## src/include/swdp_defines.svh

```systemverilog
// timing counts, command codes and address constants of the single-wire debug port
`ifndef SWDP_DEFINES_SVH
`define SWDP_DEFINES_SVH

// ----------------------------------------
// bit timing and other counts in debug-clock cycles, word length in bits
// ----------------------------------------
`define SWDP_BIT_CYC 5'd16
`define SWDP_SAMPLE_CYC 5'd10
`define SWDP_ONE_PULSE_CYC 5'd7
`define SWDP_ZERO_LOW_CYC 5'd13
`define SWDP_TIMEOUT_CYC 11'd512
`define SWDP_STEAL_CYC 8'd128
`define SWDP_DENY_CYC 4'd8
`define SWDP_WORD_BITS 5'd16

// ----------------------------------------
// command codes and command fields
// ----------------------------------------
`define SWDP_CMD_BACKGROUND 8'h90
`define SWDP_CMD_RD_BYTE_DBG 8'hE4
`define SWDP_CMD_RD_WORD_DBG 8'hEC
`define SWDP_CMD_RD_BYTE 8'hE0
`define SWDP_CMD_RD_WORD 8'hE8
`define SWDP_CMD_WR_BYTE_DBG 8'hC4
`define SWDP_CMD_WR_WORD_DBG 8'hCC
`define SWDP_CMD_WR_BYTE 8'hC0
`define SWDP_CMD_WR_WORD 8'hC8
`define SWDP_CMD_READ_BIT 5
`define SWDP_CMD_WORD_BIT 3
`define SWDP_CMD_MAP_BIT 2

// ----------------------------------------
// debug register window and status byte
// ----------------------------------------
`define SWDP_DBG_REG_LO 16'hFF00
`define SWDP_DBG_REG_HI 16'hFF06
`define SWDP_STATUS_ADDR 16'hFF01
`define SWDP_STAT_EN_BIT 7
`define SWDP_STAT_ACT_BIT 6

// ----------------------------------------
// receive buffer shape
// ----------------------------------------
`define SWDP_FIFO_W 8
`define SWDP_FIFO_D 8

`endif

```

## src/include/swdp_pkg.sv

```systemverilog
// types of the single-wire debug port
package swdp_pkg;

  // ----------------------------------------
  // command sequencer states
  // ----------------------------------------
  typedef enum logic [2:0] {
    ST_IDLE = 3'b000,
    ST_ADDR = 3'b001,
    ST_WDATA = 3'b010,
    ST_WAIT = 3'b011,
    ST_MEM = 3'b100,
    ST_SEND = 3'b101
  } swdp_cmd_st_e;

  // ----------------------------------------
  // whole state of the port
  // ----------------------------------------
  typedef struct packed {
    logic s1;
    logic s2;
    logic s3;
    logic busy;
    logic [4:0] cnt;
    logic [10:0] idle;
    logic tx_on;
    logic txbit;
    logic [15:0] tx_sh;
    logic [4:0] tx_left;
    logic [7:0] rx_sh;
    logic [2:0] rx_n;
    logic rx_full;
    swdp_cmd_st_e fsm;
    logic [7:0] cmd;
    logic bsel;
    logic [15:0] addr;
    logic [15:0] wdata;
    logic [7:0] steal;
    logic freeze;
    logic hold;
    logic mem_req;
    logic mem_we;
    logic mem_byte;
    logic mem_dbg;
    logic fw_en;
    logic active;
    logic bg_req;
    logic strap_done;
    logic [3:0] deny;
    logic wire_out;
    logic wire_oe;
  } swdp_state_s;

endpackage

```

## src/rtl/swdp_fifo.sv

```systemverilog
// small synchronous fifo with valid and ready on both sides
`timescale 1ns/1ps
module swdp_fifo #(
  parameter int W = 8,
  parameter int D = 8
) (
  input wire logic i_mclk,
  input wire logic i_rst,
  input wire logic i_valid,
  output logic o_ready,
  input wire logic [W-1:0] i_data,
  output logic o_valid,
  input wire logic i_ready,
  output logic [W-1:0] o_data
);
  localparam int AW = $clog2(D);

  typedef struct packed {
    logic [D-1:0][W-1:0] mem;
    logic [AW:0] wp;
    logic [AW:0] rp;
  } swdp_fifo_s;

  swdp_fifo_s state;
  swdp_fifo_s next_state;

  // extra pointer bit tells full from empty
  assign o_ready = (state.wp - state.rp) != (AW+1)'(D);
  assign o_valid = state.wp != state.rp;
  assign o_data = state.mem[state.rp[AW-1:0]];

  always_comb begin
    next_state = state;
    if (i_valid && o_ready) begin
      next_state.mem[state.wp[AW-1:0]] = i_data;
      next_state.wp = state.wp + (AW+1)'(1);
    end
    if (i_ready && o_valid) begin
      next_state.rp = state.rp + (AW+1)'(1);
    end
  end

  always_ff @(posedge i_mclk) begin
    if (i_rst) begin
      state <= '0;
    end else begin
      state <= next_state;
    end
  end
endmodule

```

## src/rtl/swdp_port.sv

```systemverilog
// single-wire background debug port: bit engine, hardware commands, mode control
//
// How it works
// - host sets firmware enable via byte write
// - active mode maps debug registers and rom
// - activation sources; refused without firmware enable
// - serial entry waits for instruction boundary
// - special single-chip mode starts already active
// - debug registers mapped by the command's map bit, whether active or not
// - peripherals suspend while debug mode active
// - msb first, sixteen cycles per bit
// - 512 idle cycles clears command state
// - sample wire ten cycles after bit start
// - one bit: speed-up pulse at cycle seven
// - zero bit: low thirteen cycles, then high
// - free bus cycle, else steal after 128
// - firmware commands need active background mode
// - command 90 enters background when enabled
// - read commands: address in, sixteen bits out
// - write commands: address then sixteen data bits
// - byte data: odd low, even high
// - command byte, then address and data
// - debug resources enabled only during access
`timescale 1ns/1ps
`include "swdp_defines.svh"
module swdp_port (
  input wire logic i_mclk,
  input wire logic i_rst,
  input wire logic i_wire_in,
  output logic o_wire_out,
  output logic o_wire_oe,
  input wire logic i_free_cycle,
  input wire logic i_mem_ack,
  input wire logic [15:0] i_mem_rdata,
  output logic o_mem_req,
  output logic o_mem_we,
  output logic o_mem_byte,
  output logic o_mem_dbg_map,
  output logic [15:0] o_mem_addr,
  output logic [15:0] o_mem_wdata,
  output logic o_cpu_freeze,
  input wire logic i_insn_boundary,
  input wire logic i_tag_hit,
  input wire logic i_enter_debug_instruction_insn,
  input wire logic i_fw_go,
  input wire logic i_special_single_chip,
  output logic o_background_debug_mode,
  output logic o_debug_firmware_enable,
  output logic o_periph_suspend
);
  swdp_pkg::swdp_state_s state;
  swdp_pkg::swdp_state_s next_state;
  logic fall;
  logic rx_samp;
  logic trig;
  logic pop;
  logic fifo_rdy;
  logic fifo_vld;
  logic [7:0] fifo_data;

  // ----------------------------------------
  // receive buffer
  // ----------------------------------------
  // a full buffer leaves the byte in the shifter, where the next incoming bits overwrite it
  swdp_fifo #(
    .W(`SWDP_FIFO_W),
    .D(`SWDP_FIFO_D)
  ) u_fifo (
    .i_mclk(i_mclk),
    .i_rst(i_rst),
    .i_valid(state.rx_full),
    .o_ready(fifo_rdy),
    .i_data(state.rx_sh),
    .o_valid(fifo_vld),
    .i_ready(pop),
    .o_data(fifo_data)
  );

  // ----------------------------------------
  // helpers
  // ----------------------------------------
  // first sync stage is only read by the second one
  assign fall = state.s3 & ~state.s2;
  assign rx_samp = state.busy & ~state.tx_on & (state.cnt == `SWDP_SAMPLE_CYC);
  assign trig = (state.bg_req & i_insn_boundary) | i_tag_hit | i_enter_debug_instruction_insn;
  assign pop = fifo_vld && (state.fsm == swdp_pkg::ST_IDLE || state.fsm == swdp_pkg::ST_ADDR
               || state.fsm == swdp_pkg::ST_WDATA);

  function automatic logic [15:0] lane(input logic byte_acc, input logic odd,
                                       input logic [15:0] w);
    if (!byte_acc) begin
      lane = w;
    end else if (odd) begin
      lane = {8'h00, w[7:0]};
    end else begin
      lane = {w[15:8], 8'h00};
    end
  endfunction

  always_comb begin
    logic [7:0] stat;
    logic [15:0] regw;
    logic mapped;
    stat = 8'h00;
    regw = 16'h0000;
    mapped = 1'b0;
    next_state = state;
    next_state.s1 = i_wire_in;
    next_state.s2 = state.s1;
    next_state.s3 = state.s2;

    // ----------------------------------------
    // bit engine
    // ----------------------------------------
    // host edge opens the bit
    if (fall) begin
      next_state.busy = 1'b1;
      next_state.cnt = 5'd0;
      next_state.idle = 11'd0;
      next_state.tx_on = state.tx_left != 5'd0;
      next_state.txbit = state.tx_sh[15];
      if (state.tx_left != 5'd0) begin
        next_state.tx_sh = {state.tx_sh[14:0], 1'b0};
        next_state.tx_left = state.tx_left - 5'd1;
      end
    end else begin
      if (state.idle != `SWDP_TIMEOUT_CYC) begin
        next_state.idle = state.idle + 11'd1;
      end
      if (state.busy) begin
        next_state.cnt = state.cnt + 5'd1;
        if (state.cnt == `SWDP_BIT_CYC - 5'd1) begin
          next_state.busy = 1'b0;
          next_state.tx_on = 1'b0;
        end
      end
    end
    if (fifo_rdy) begin
      next_state.rx_full = 1'b0;
    end
    // sample ten cycles after the perceived start
    if (rx_samp) begin
      next_state.rx_sh = {state.rx_sh[6:0], state.s2};
      next_state.rx_n = state.rx_n + 3'd1;
      if (state.rx_n == 3'd7) begin
        next_state.rx_full = 1'b1;
      end
    end

    // ----------------------------------------
    // mode control
    // ----------------------------------------
    // strap caught on the first cycle after reset
    if (!state.strap_done) begin
      next_state.strap_done = 1'b1;
      if (i_special_single_chip) begin
        next_state.fw_en = 1'b1;
        next_state.active = 1'b1;
      end
    end
    if (state.deny != 4'd0) begin
      next_state.deny = state.deny - 4'd1;
    end
    if (trig && !state.active) begin
      next_state.bg_req = 1'b0;
      if (state.fw_en) begin
        next_state.active = 1'b1;
      end else begin
        next_state.deny = `SWDP_DENY_CYC;
      end
    end
    if (state.active && i_fw_go) begin
      next_state.active = 1'b0;
    end

    // ----------------------------------------
    // command sequencer
    // ----------------------------------------
    unique case (state.fsm)
      swdp_pkg::ST_IDLE: begin
        next_state.bsel = 1'b0;
        next_state.steal = 8'd0;
        // every command opens with its code
        if (pop) begin
          next_state.cmd = fifo_data;
          case (fifo_data)
            `SWDP_CMD_BACKGROUND: next_state.bg_req = 1'b1;
            `SWDP_CMD_RD_BYTE_DBG, `SWDP_CMD_RD_WORD_DBG, `SWDP_CMD_RD_BYTE,
            `SWDP_CMD_RD_WORD, `SWDP_CMD_WR_BYTE_DBG, `SWDP_CMD_WR_WORD_DBG,
            `SWDP_CMD_WR_BYTE, `SWDP_CMD_WR_WORD: begin
              next_state.fsm = swdp_pkg::ST_ADDR;
            end
            // firmware codes belong to the debug rom, not to this logic
            default: next_state.cmd = state.cmd;
          endcase
        end
      end
      swdp_pkg::ST_ADDR: begin
        if (pop) begin
          next_state.bsel = ~state.bsel;
          if (!state.bsel) begin
            next_state.addr[15:8] = fifo_data;
          end else begin
            next_state.addr[7:0] = fifo_data;
            // reads go straight to the access
            next_state.fsm = state.cmd[`SWDP_CMD_READ_BIT] ? swdp_pkg::ST_WAIT
                             : swdp_pkg::ST_WDATA;
          end
        end
      end
      swdp_pkg::ST_WDATA: begin
        if (pop) begin
          next_state.bsel = ~state.bsel;
          if (!state.bsel) begin
            next_state.wdata[15:8] = fifo_data;
          end else begin
            next_state.wdata[7:0] = fifo_data;
            next_state.fsm = swdp_pkg::ST_WAIT;
          end
        end
      end
      swdp_pkg::ST_WAIT: begin
        next_state.steal = state.steal + 8'd1;
        mapped = state.cmd[`SWDP_CMD_MAP_BIT];
        // use a free cycle or steal one
        if (i_free_cycle || state.steal == `SWDP_STEAL_CYC - 8'd1) begin
          stat[`SWDP_STAT_EN_BIT] = state.fw_en;
          stat[`SWDP_STAT_ACT_BIT] = state.active;
          if (state.addr[15:1] == `SWDP_STATUS_ADDR >> 1) begin
            regw = {8'h00, stat};
          end
          if (mapped && state.addr >= `SWDP_DBG_REG_LO && state.addr <= `SWDP_DBG_REG_HI) begin
            // firmware enable lives in the status byte
            if (!state.cmd[`SWDP_CMD_READ_BIT] && state.addr[15:1] == `SWDP_STATUS_ADDR >> 1
                && (state.addr[0] != state.cmd[`SWDP_CMD_WORD_BIT])) begin
              next_state.fw_en = state.wdata[`SWDP_STAT_EN_BIT];
            end
            if (state.cmd[`SWDP_CMD_READ_BIT]) begin
              next_state.tx_sh = lane(!state.cmd[`SWDP_CMD_WORD_BIT], state.addr[0], regw);
              next_state.tx_left = `SWDP_WORD_BITS;
              next_state.fsm = swdp_pkg::ST_SEND;
            end else begin
              next_state.fsm = swdp_pkg::ST_IDLE;
            end
          end else begin
            next_state.freeze = !i_free_cycle;
            next_state.mem_req = 1'b1;
            next_state.mem_we = !state.cmd[`SWDP_CMD_READ_BIT];
            next_state.mem_byte = !state.cmd[`SWDP_CMD_WORD_BIT];
            // debug space enabled for this access only
            next_state.mem_dbg = mapped;
            next_state.fsm = swdp_pkg::ST_MEM;
          end
        end
      end
      swdp_pkg::ST_MEM: begin
        if (i_mem_ack) begin
          next_state.mem_req = 1'b0;
          next_state.mem_dbg = 1'b0;
          next_state.freeze = 1'b0;
          if (state.cmd[`SWDP_CMD_READ_BIT]) begin
            next_state.tx_sh = lane(state.mem_byte, state.addr[0], i_mem_rdata);
            next_state.tx_left = `SWDP_WORD_BITS;
            next_state.fsm = swdp_pkg::ST_SEND;
          end else begin
            next_state.fsm = swdp_pkg::ST_IDLE;
          end
        end
      end
      swdp_pkg::ST_SEND: begin
        if (state.tx_left == 5'd0 && !state.tx_on) begin
          next_state.fsm = swdp_pkg::ST_IDLE;
        end
      end
      default: next_state.fsm = swdp_pkg::ST_IDLE;
    endcase

    // idle line drops any half-done command
    if (state.idle == `SWDP_TIMEOUT_CYC - 11'd1 && !fall) begin
      next_state.fsm = swdp_pkg::ST_IDLE;
      next_state.rx_n = 3'd0;
      next_state.tx_left = 5'd0;
      next_state.bsel = 1'b0;
    end
    next_state.hold = next_state.freeze | (next_state.deny != 4'd0);

    // ----------------------------------------
    // wire drive, registered from next count
    // ----------------------------------------
    // released unless inside a drive window
    next_state.wire_oe = 1'b0;
    next_state.wire_out = 1'b0;
    if (next_state.tx_on) begin
      if (!next_state.txbit) begin
        // zero: low then short high kick
        if (next_state.cnt < `SWDP_ZERO_LOW_CYC) begin
          next_state.wire_oe = 1'b1;
        end else if (next_state.cnt == `SWDP_ZERO_LOW_CYC) begin
          next_state.wire_oe = 1'b1;
          next_state.wire_out = 1'b1;
        end
      end else if (next_state.cnt == `SWDP_ONE_PULSE_CYC) begin
        next_state.wire_oe = 1'b1;
        next_state.wire_out = 1'b1;
      end
    end
  end

  always_ff @(posedge i_mclk) begin
    if (i_rst) begin
      state <= '0;
    end else begin
      state <= next_state;
    end
  end

  // ----------------------------------------
  // outputs
  // ----------------------------------------
  assign o_wire_out = state.wire_out;
  assign o_wire_oe = state.wire_oe;
  assign o_mem_req = state.mem_req;
  assign o_mem_we = state.mem_we;
  assign o_mem_byte = state.mem_byte;
  assign o_mem_dbg_map = state.mem_dbg;
  assign o_mem_addr = state.addr;
  assign o_mem_wdata = state.wdata;
  assign o_cpu_freeze = state.hold;
  // active mode maps registers and rom
  assign o_background_debug_mode = state.active;
  assign o_debug_firmware_enable = state.fw_en;
  assign o_periph_suspend = state.active;
endmodule

```

## config.mk

```make
export PLATFORM = sky130hd
export DESIGN_NAME = swdp_port
export DESIGN_NICKNAME = d
export VERILOG_FILES = /design/src/include/swdp_pkg.sv /design/src/rtl/swdp_fifo.sv /design/src/rtl/swdp_port.sv
export VERILOG_INCLUDE_DIRS = /design/src /design/src/include
export SDC_FILE = /design/constraint.sdc
export NUM_CORES = 1
export LEC_CHECK = 0
export ABC_AREA = 1
export BUFFER_PORTS_ARGS = -buffer_cell sky130_fd_sc_hd__buf_4
export CAP_MARGIN = 20
export CORE_UTILIZATION = 60
export DETAILED_ROUTE_END_ITERATION = 8
export MAX_ROUTING_LAYER = met4
export PLACE_DENSITY = 0.89
export SYNTH_ARGS = -nofsm -noshare
export SYNTH_HDL_FRONTEND = slang
export SYNTH_HIERARCHICAL = 1
export SYNTH_SLANG_ARGS = --single-unit
```

## constraint.sdc

```tcl
create_clock -name i_mclk -period 3.1 [get_ports i_mclk]
set_input_delay 0 -clock i_mclk [delete_from_list [all_inputs] [get_ports i_mclk]]
set_output_delay 0 -clock i_mclk [all_outputs]
set_load 0.02 [all_outputs]
```

# ---- After elaboration in Yosys (flattened, before gate mapping)
# Index checks and enable logic that the tools add are counted.
dict set report totals {
  wordCells 227
  input_bits 26
  ff_bits 195
  output_inout_bits 42
}
dict set report classes {
  add_sub_neg 9
  bitwise 12
  reduce_logical 44
  n_mux 76
  n_eq_ne 36
  n_lt_le_gt_ge 6
}
# cell count
set op_table {}
lappend op_table {{2-to-1 mux 21 bit} 6}
lappend op_table {{== test 8 bit (second input constant)} 9}
lappend op_table {{bitwise mux 64 bit} 1}
lappend op_table {{2-to-1 mux 16 bit} 4}
lappend op_table {{2-to-1 mux 8 bit} 6}
lappend op_table {{one-hot mux 21 bit (2 select lines)} 1}
lappend op_table {{2-to-1 mux 3 bit} 10}
lappend op_table {{binary-select mux 8 bit (select 3 bit)} 1}
lappend op_table {{demux 8 bit (select 3 bit)} 1}
lappend op_table {{2-to-1 mux 11 bit} 2}
lappend op_table {{2-to-1 mux 22 bit} 1}
lappend op_table {{2-to-1 mux 1 bit} 21}
lappend op_table {{AND reduction 3 bit} 7}
lappend op_table {{2-to-1 mux 18 bit} 1}
lappend op_table {{one-hot mux 3 bit (6 select lines)} 1}
lappend op_table {{2-to-1 mux 17 bit} 1}
lappend op_table {{greater-or-equal comparator 16 bit (second input constant)} 1}
lappend op_table {{<= comparator 16 bit (second input constant)} 1}
lappend op_table {{2-to-1 mux 4 bit} 4}
lappend op_table {{one-hot mux 8 bit (2 select lines)} 1}
lappend op_table {{== test 15 bit (second input constant)} 1}
lappend op_table {{== test 5 x 4 -> 1 bit (second input constant)} 3}
lappend op_table {{2-to-1 mux 2 bit} 7}
lappend op_table {{logical AND 1 bit} 12}
lappend op_table {{other kinds (44)} 80}

# ---- Logic depth before layout (Yosys ltp)
dict set report depth {
  word_depth 10
  ltp_mapped 16
  depth_no_buf 15
}

# ---- Modules after synthesis
# The synthesis kept the hierarchy.
# module seq_area_each_um2 cells_each instances area_each_um2
set by_module_without_submodules {}
lappend by_module_without_submodules {swdp_port 2362.3 810 1 5657.9}
lappend by_module_without_submodules {swdp_fifo 1441.4 674 1 4301.6}

# ---- Worst setup path before layout
# Ideal clock, no wire load.
dict set report synth_timing {
  path_type {register to register}
  startpoint {register u_fifo/state[1] (netlist name)}
  endpoint {register, netlist name state[67]}
  setup_ns 0.122
  required_time_ns 2.978
  n_path_buf 2
  arrival_ns 2.108
  stages_incl_launch_ff 14
  period_less_slack_ns 2.230
  slack_ns 0.870
  cell_sequence {dfxtp_1 buf_2 clkinv_1 clkbuf_1 a21oi_1 o21ai_0 a31oi_1 nand3_1 o21bai_1 nand3_1 nor2_1 nor2_1 nor2_1 nor2_1}
}
# item line_no
set synth_lines {}
lappend synth_lines {{start: declaration} swdp_fifo.sv:24} ;# swdp_fifo_s state;
lappend synth_lines {{start signal: assignment} swdp_fifo.sv:47} ;# state <= next_state;

==> results.yml <==
run_status:
  status: "finished clean"
worst_setup_path:
  worstPathArrival_ns: 2.96
  cp-start-kind: "register"
  cp_cell_sequence: "buf_4 > a21oi_1 > o21ai_0 > nand2_1 > nor2_1 > a31oi_1 > nand3_1 > o21bai_1 > nand3_1 > nor2_1 > nor2_1 > nor2_1 > nor2_1"
  slowest_stage: "a31oi_1"
  required_ns: 3.41
  crit_path_end_kind: "register"
  critPathMaxFanout: 35
  path_class: "register to register"
  cpPeakStageDelay_ns: 0.44
  cpMostUsedCell: "nor2_1"
sta:
  post-route-min-period_ns: 2.65
  skew_ns: 0.0118
  hold_violations: 0
  grt_setup_unrepaired: "no"
  slew_viol_final: 0
  tightest_slew_ns: 0.884
  min_period_over_period_pct: 85.6
  fin_setup_tns_ns: 0
  finalSetupViolCount: 0
  clock.fmax_mhz: 377
  max_slew_margin_pct: 41.0
floorplanning:
  fp.dieW_um: 131
  die_y_um: 131
  io_pins: 68
  core-area_um2: 16100
  rows: 46
  start_util_pct: 62.0
  fp.dieArea_um2: 17100
finish:
  layout-drive-gt1-share_pct: 10.8
  stdcell_area_um2: 11100
  final_cell_mix: "316 x nand2_1, 246 x inv_1, 189 x dfxtp_1"
  fin_cells: 1750
  layout_commonest_cell: "nand2_1"
  antennaDiodeCount: 0
  nNetsFinal: 1562
  syn_to_final_growth_pct: 11.7
  fin_util_pct: 69.3
run:
  max_cap_viol_count: 0
synthesis:
  synth-main-ff-cell: "dfxtp_1"
  yosys_warnings: 6
  synth_seq_area_share_pct: 38.2
  synth.distinct_cells: 44
  netlist_area_um2: 9960
  synth_nets: 1525
  synth_area_per_cell_um2: 6.71
  synthCells: 1484
  synth_seq_cells: 190
  synthArstFlopShare_pct: 0
  synth_edf_count: 0
global_route:
  grt.total_usage_pct: 32.4
  grt_max_degree: 49
  grt_overflow: 0
  grt_pass1_wl_um: 41700
  antenna_found_initial: 0
  grt_pass1_vias: 8726
clocking:
  postCtsResizedCells: 0
  cts_tree: "done"
  postCtsSetupRepairBufs: 0
  numCtsBuffers: 17
  clk_latency_ns: 0.44
  clkSlewWorstSetupHoldPaths_ns: 0.08
  cts-root-buf: "clkbuf_16"
  clk_path_buf_depth: 2
  clock_sinks: 190
  htreeDepth: 4
hold_path:
  hold_path.class: "input pin to register"
route:
  routed_wl_um: 26700
  drc: 0
  viasPerCell: 5.67
  drt-initial-drc-count: 1290
  dr.pass1.iters: 7
  avgRoutedWirePerCell_um: 15.3
  vias: 9919
  ant_nets: 0
placement:
  io_buffer_count: 67
  postPlaceCellArea_um2: 10300
  place.gp.congestion: 0.946
  dp.cells: 1697
  hpwl_um: 17400
pwr:
  irDropWorstVdd_mv: 0.436
  power_density_nw_per_um2: 446
  p_leak_nw: 4.88
  power_mw: 4.97
-- through the flow --
step	hold WS [ns]	setup WS, ns
global placement	0.213	0.693
finish	0.0601	0.447
CTS	0.0370	0.595
floorplan	0.0691	0.870
global route	0.0713	0.235
detailed placement	0.204	0.617
-- registers in the layout, indices dropped and copies added, names as in the netlist, 2 cells and up --
register	flops
next_state	2
u_fifo/state	72
o_mem_addr	16
state	75
o_mem_wdata	16
-- power by group --
| group | internal (mW) | switching (mW) |
|---|---|---|
| sequential | 2.47 | 0.0161 |
| combinational | 0.113 | 0.164 |
| clock | 1.20 | 1.01 |
| total | 3.78 | 1.19 |
-- cell type report --
cell class	instances	area (um^2)
fillers	1236	4930
multi-input cells	944	4620
flip-flops and latches	190	3800
inverters	258	971
repair buffers	110	878
clock buffers	17	425
well taps	216	270
clock inverters	15	159
-- cells in the mapped netlist (8+ instances only) --
cell	number	share of area [%]
nand2_1	316	12
inv_1	246	9.3
dfxtp_1	190	38
nor2_1	181	6.8
a21oi_1	116	5.8
o21ai_0	96	4.8
nand4_1	82	5.2
nand3_1	44	2.2
buf_4	37	2.8
clkbuf_1	29	1.1
nor3_1	19	0.95
ha_1	15	1.9
buf_2	10	0.50
a31oi_1	9	0.57
buf_1	8	0.30
nor3_2	8	0.80
xor2_1	8	0.70
-- worst paths after layout --
path | start | to | slack [ns] | cells past startpoint
worst max-delay path | u_fifo/state[0]$_SDFFE_PP0P_ | state[67]$_SDFFE_PP0P_ | 0.45 | 13
worst min-delay path | i_enter_debug_instruction_insn | state[7]$_SDFF_PP0_ | 0.06 | 6
worst max register to register | u_fifo/state[0]$_SDFFE_PP0P_ | state[67]$_SDFFE_PP0P_ | 0.45 | 13
worst min register to register | next_state[121]$_SDFF_PP0_ | next_state[120]$_SDFF_PP0_ | 0.44 | 2
-- cells by family (layout without fill, tap and decap cells) --
group / after synthesis / count (layout) / synth area share, %
XOR/XNOR: 9 / 9 / 0.792
adder cells (fa/ha/maj): 15 / 15 / 1.88
flip-flops: 190 / 190 / 38.2
buffers and inverters: 350 / 400 / 15.4
AO/OA/AOI/OAI: 232 / 232 / 12.2
AND/OR/NAND/NOR: 688 / 688 / 31.5
-- critical path: cells and delay by family, from the launching register on --
family | cells | cell delay [ns]
simple gates | 8 | 0.95
flops | 1 | 0.31
buf+inv | 1 | 0.22
compound gates | 4 | 1.02
-- metal layers --
metal | up-vias | track usage [%] | wire [um]
li1 | 4754 | - | -
met1 | 4548 | 41.4 | 11000
met2 | 524 | 50.0 | 12200
met3 | 93 | 6.47 | 2730
met4 | 0 | 13.2 | 800
met5 | - | - | 0
-- timing repair --
item	in CTS	in global routing
endpoints found under the setup margin	0	0
endpoints found under the hold margin	21	0
hold buffers	21	0
Power figures use the tool's default switching activity.
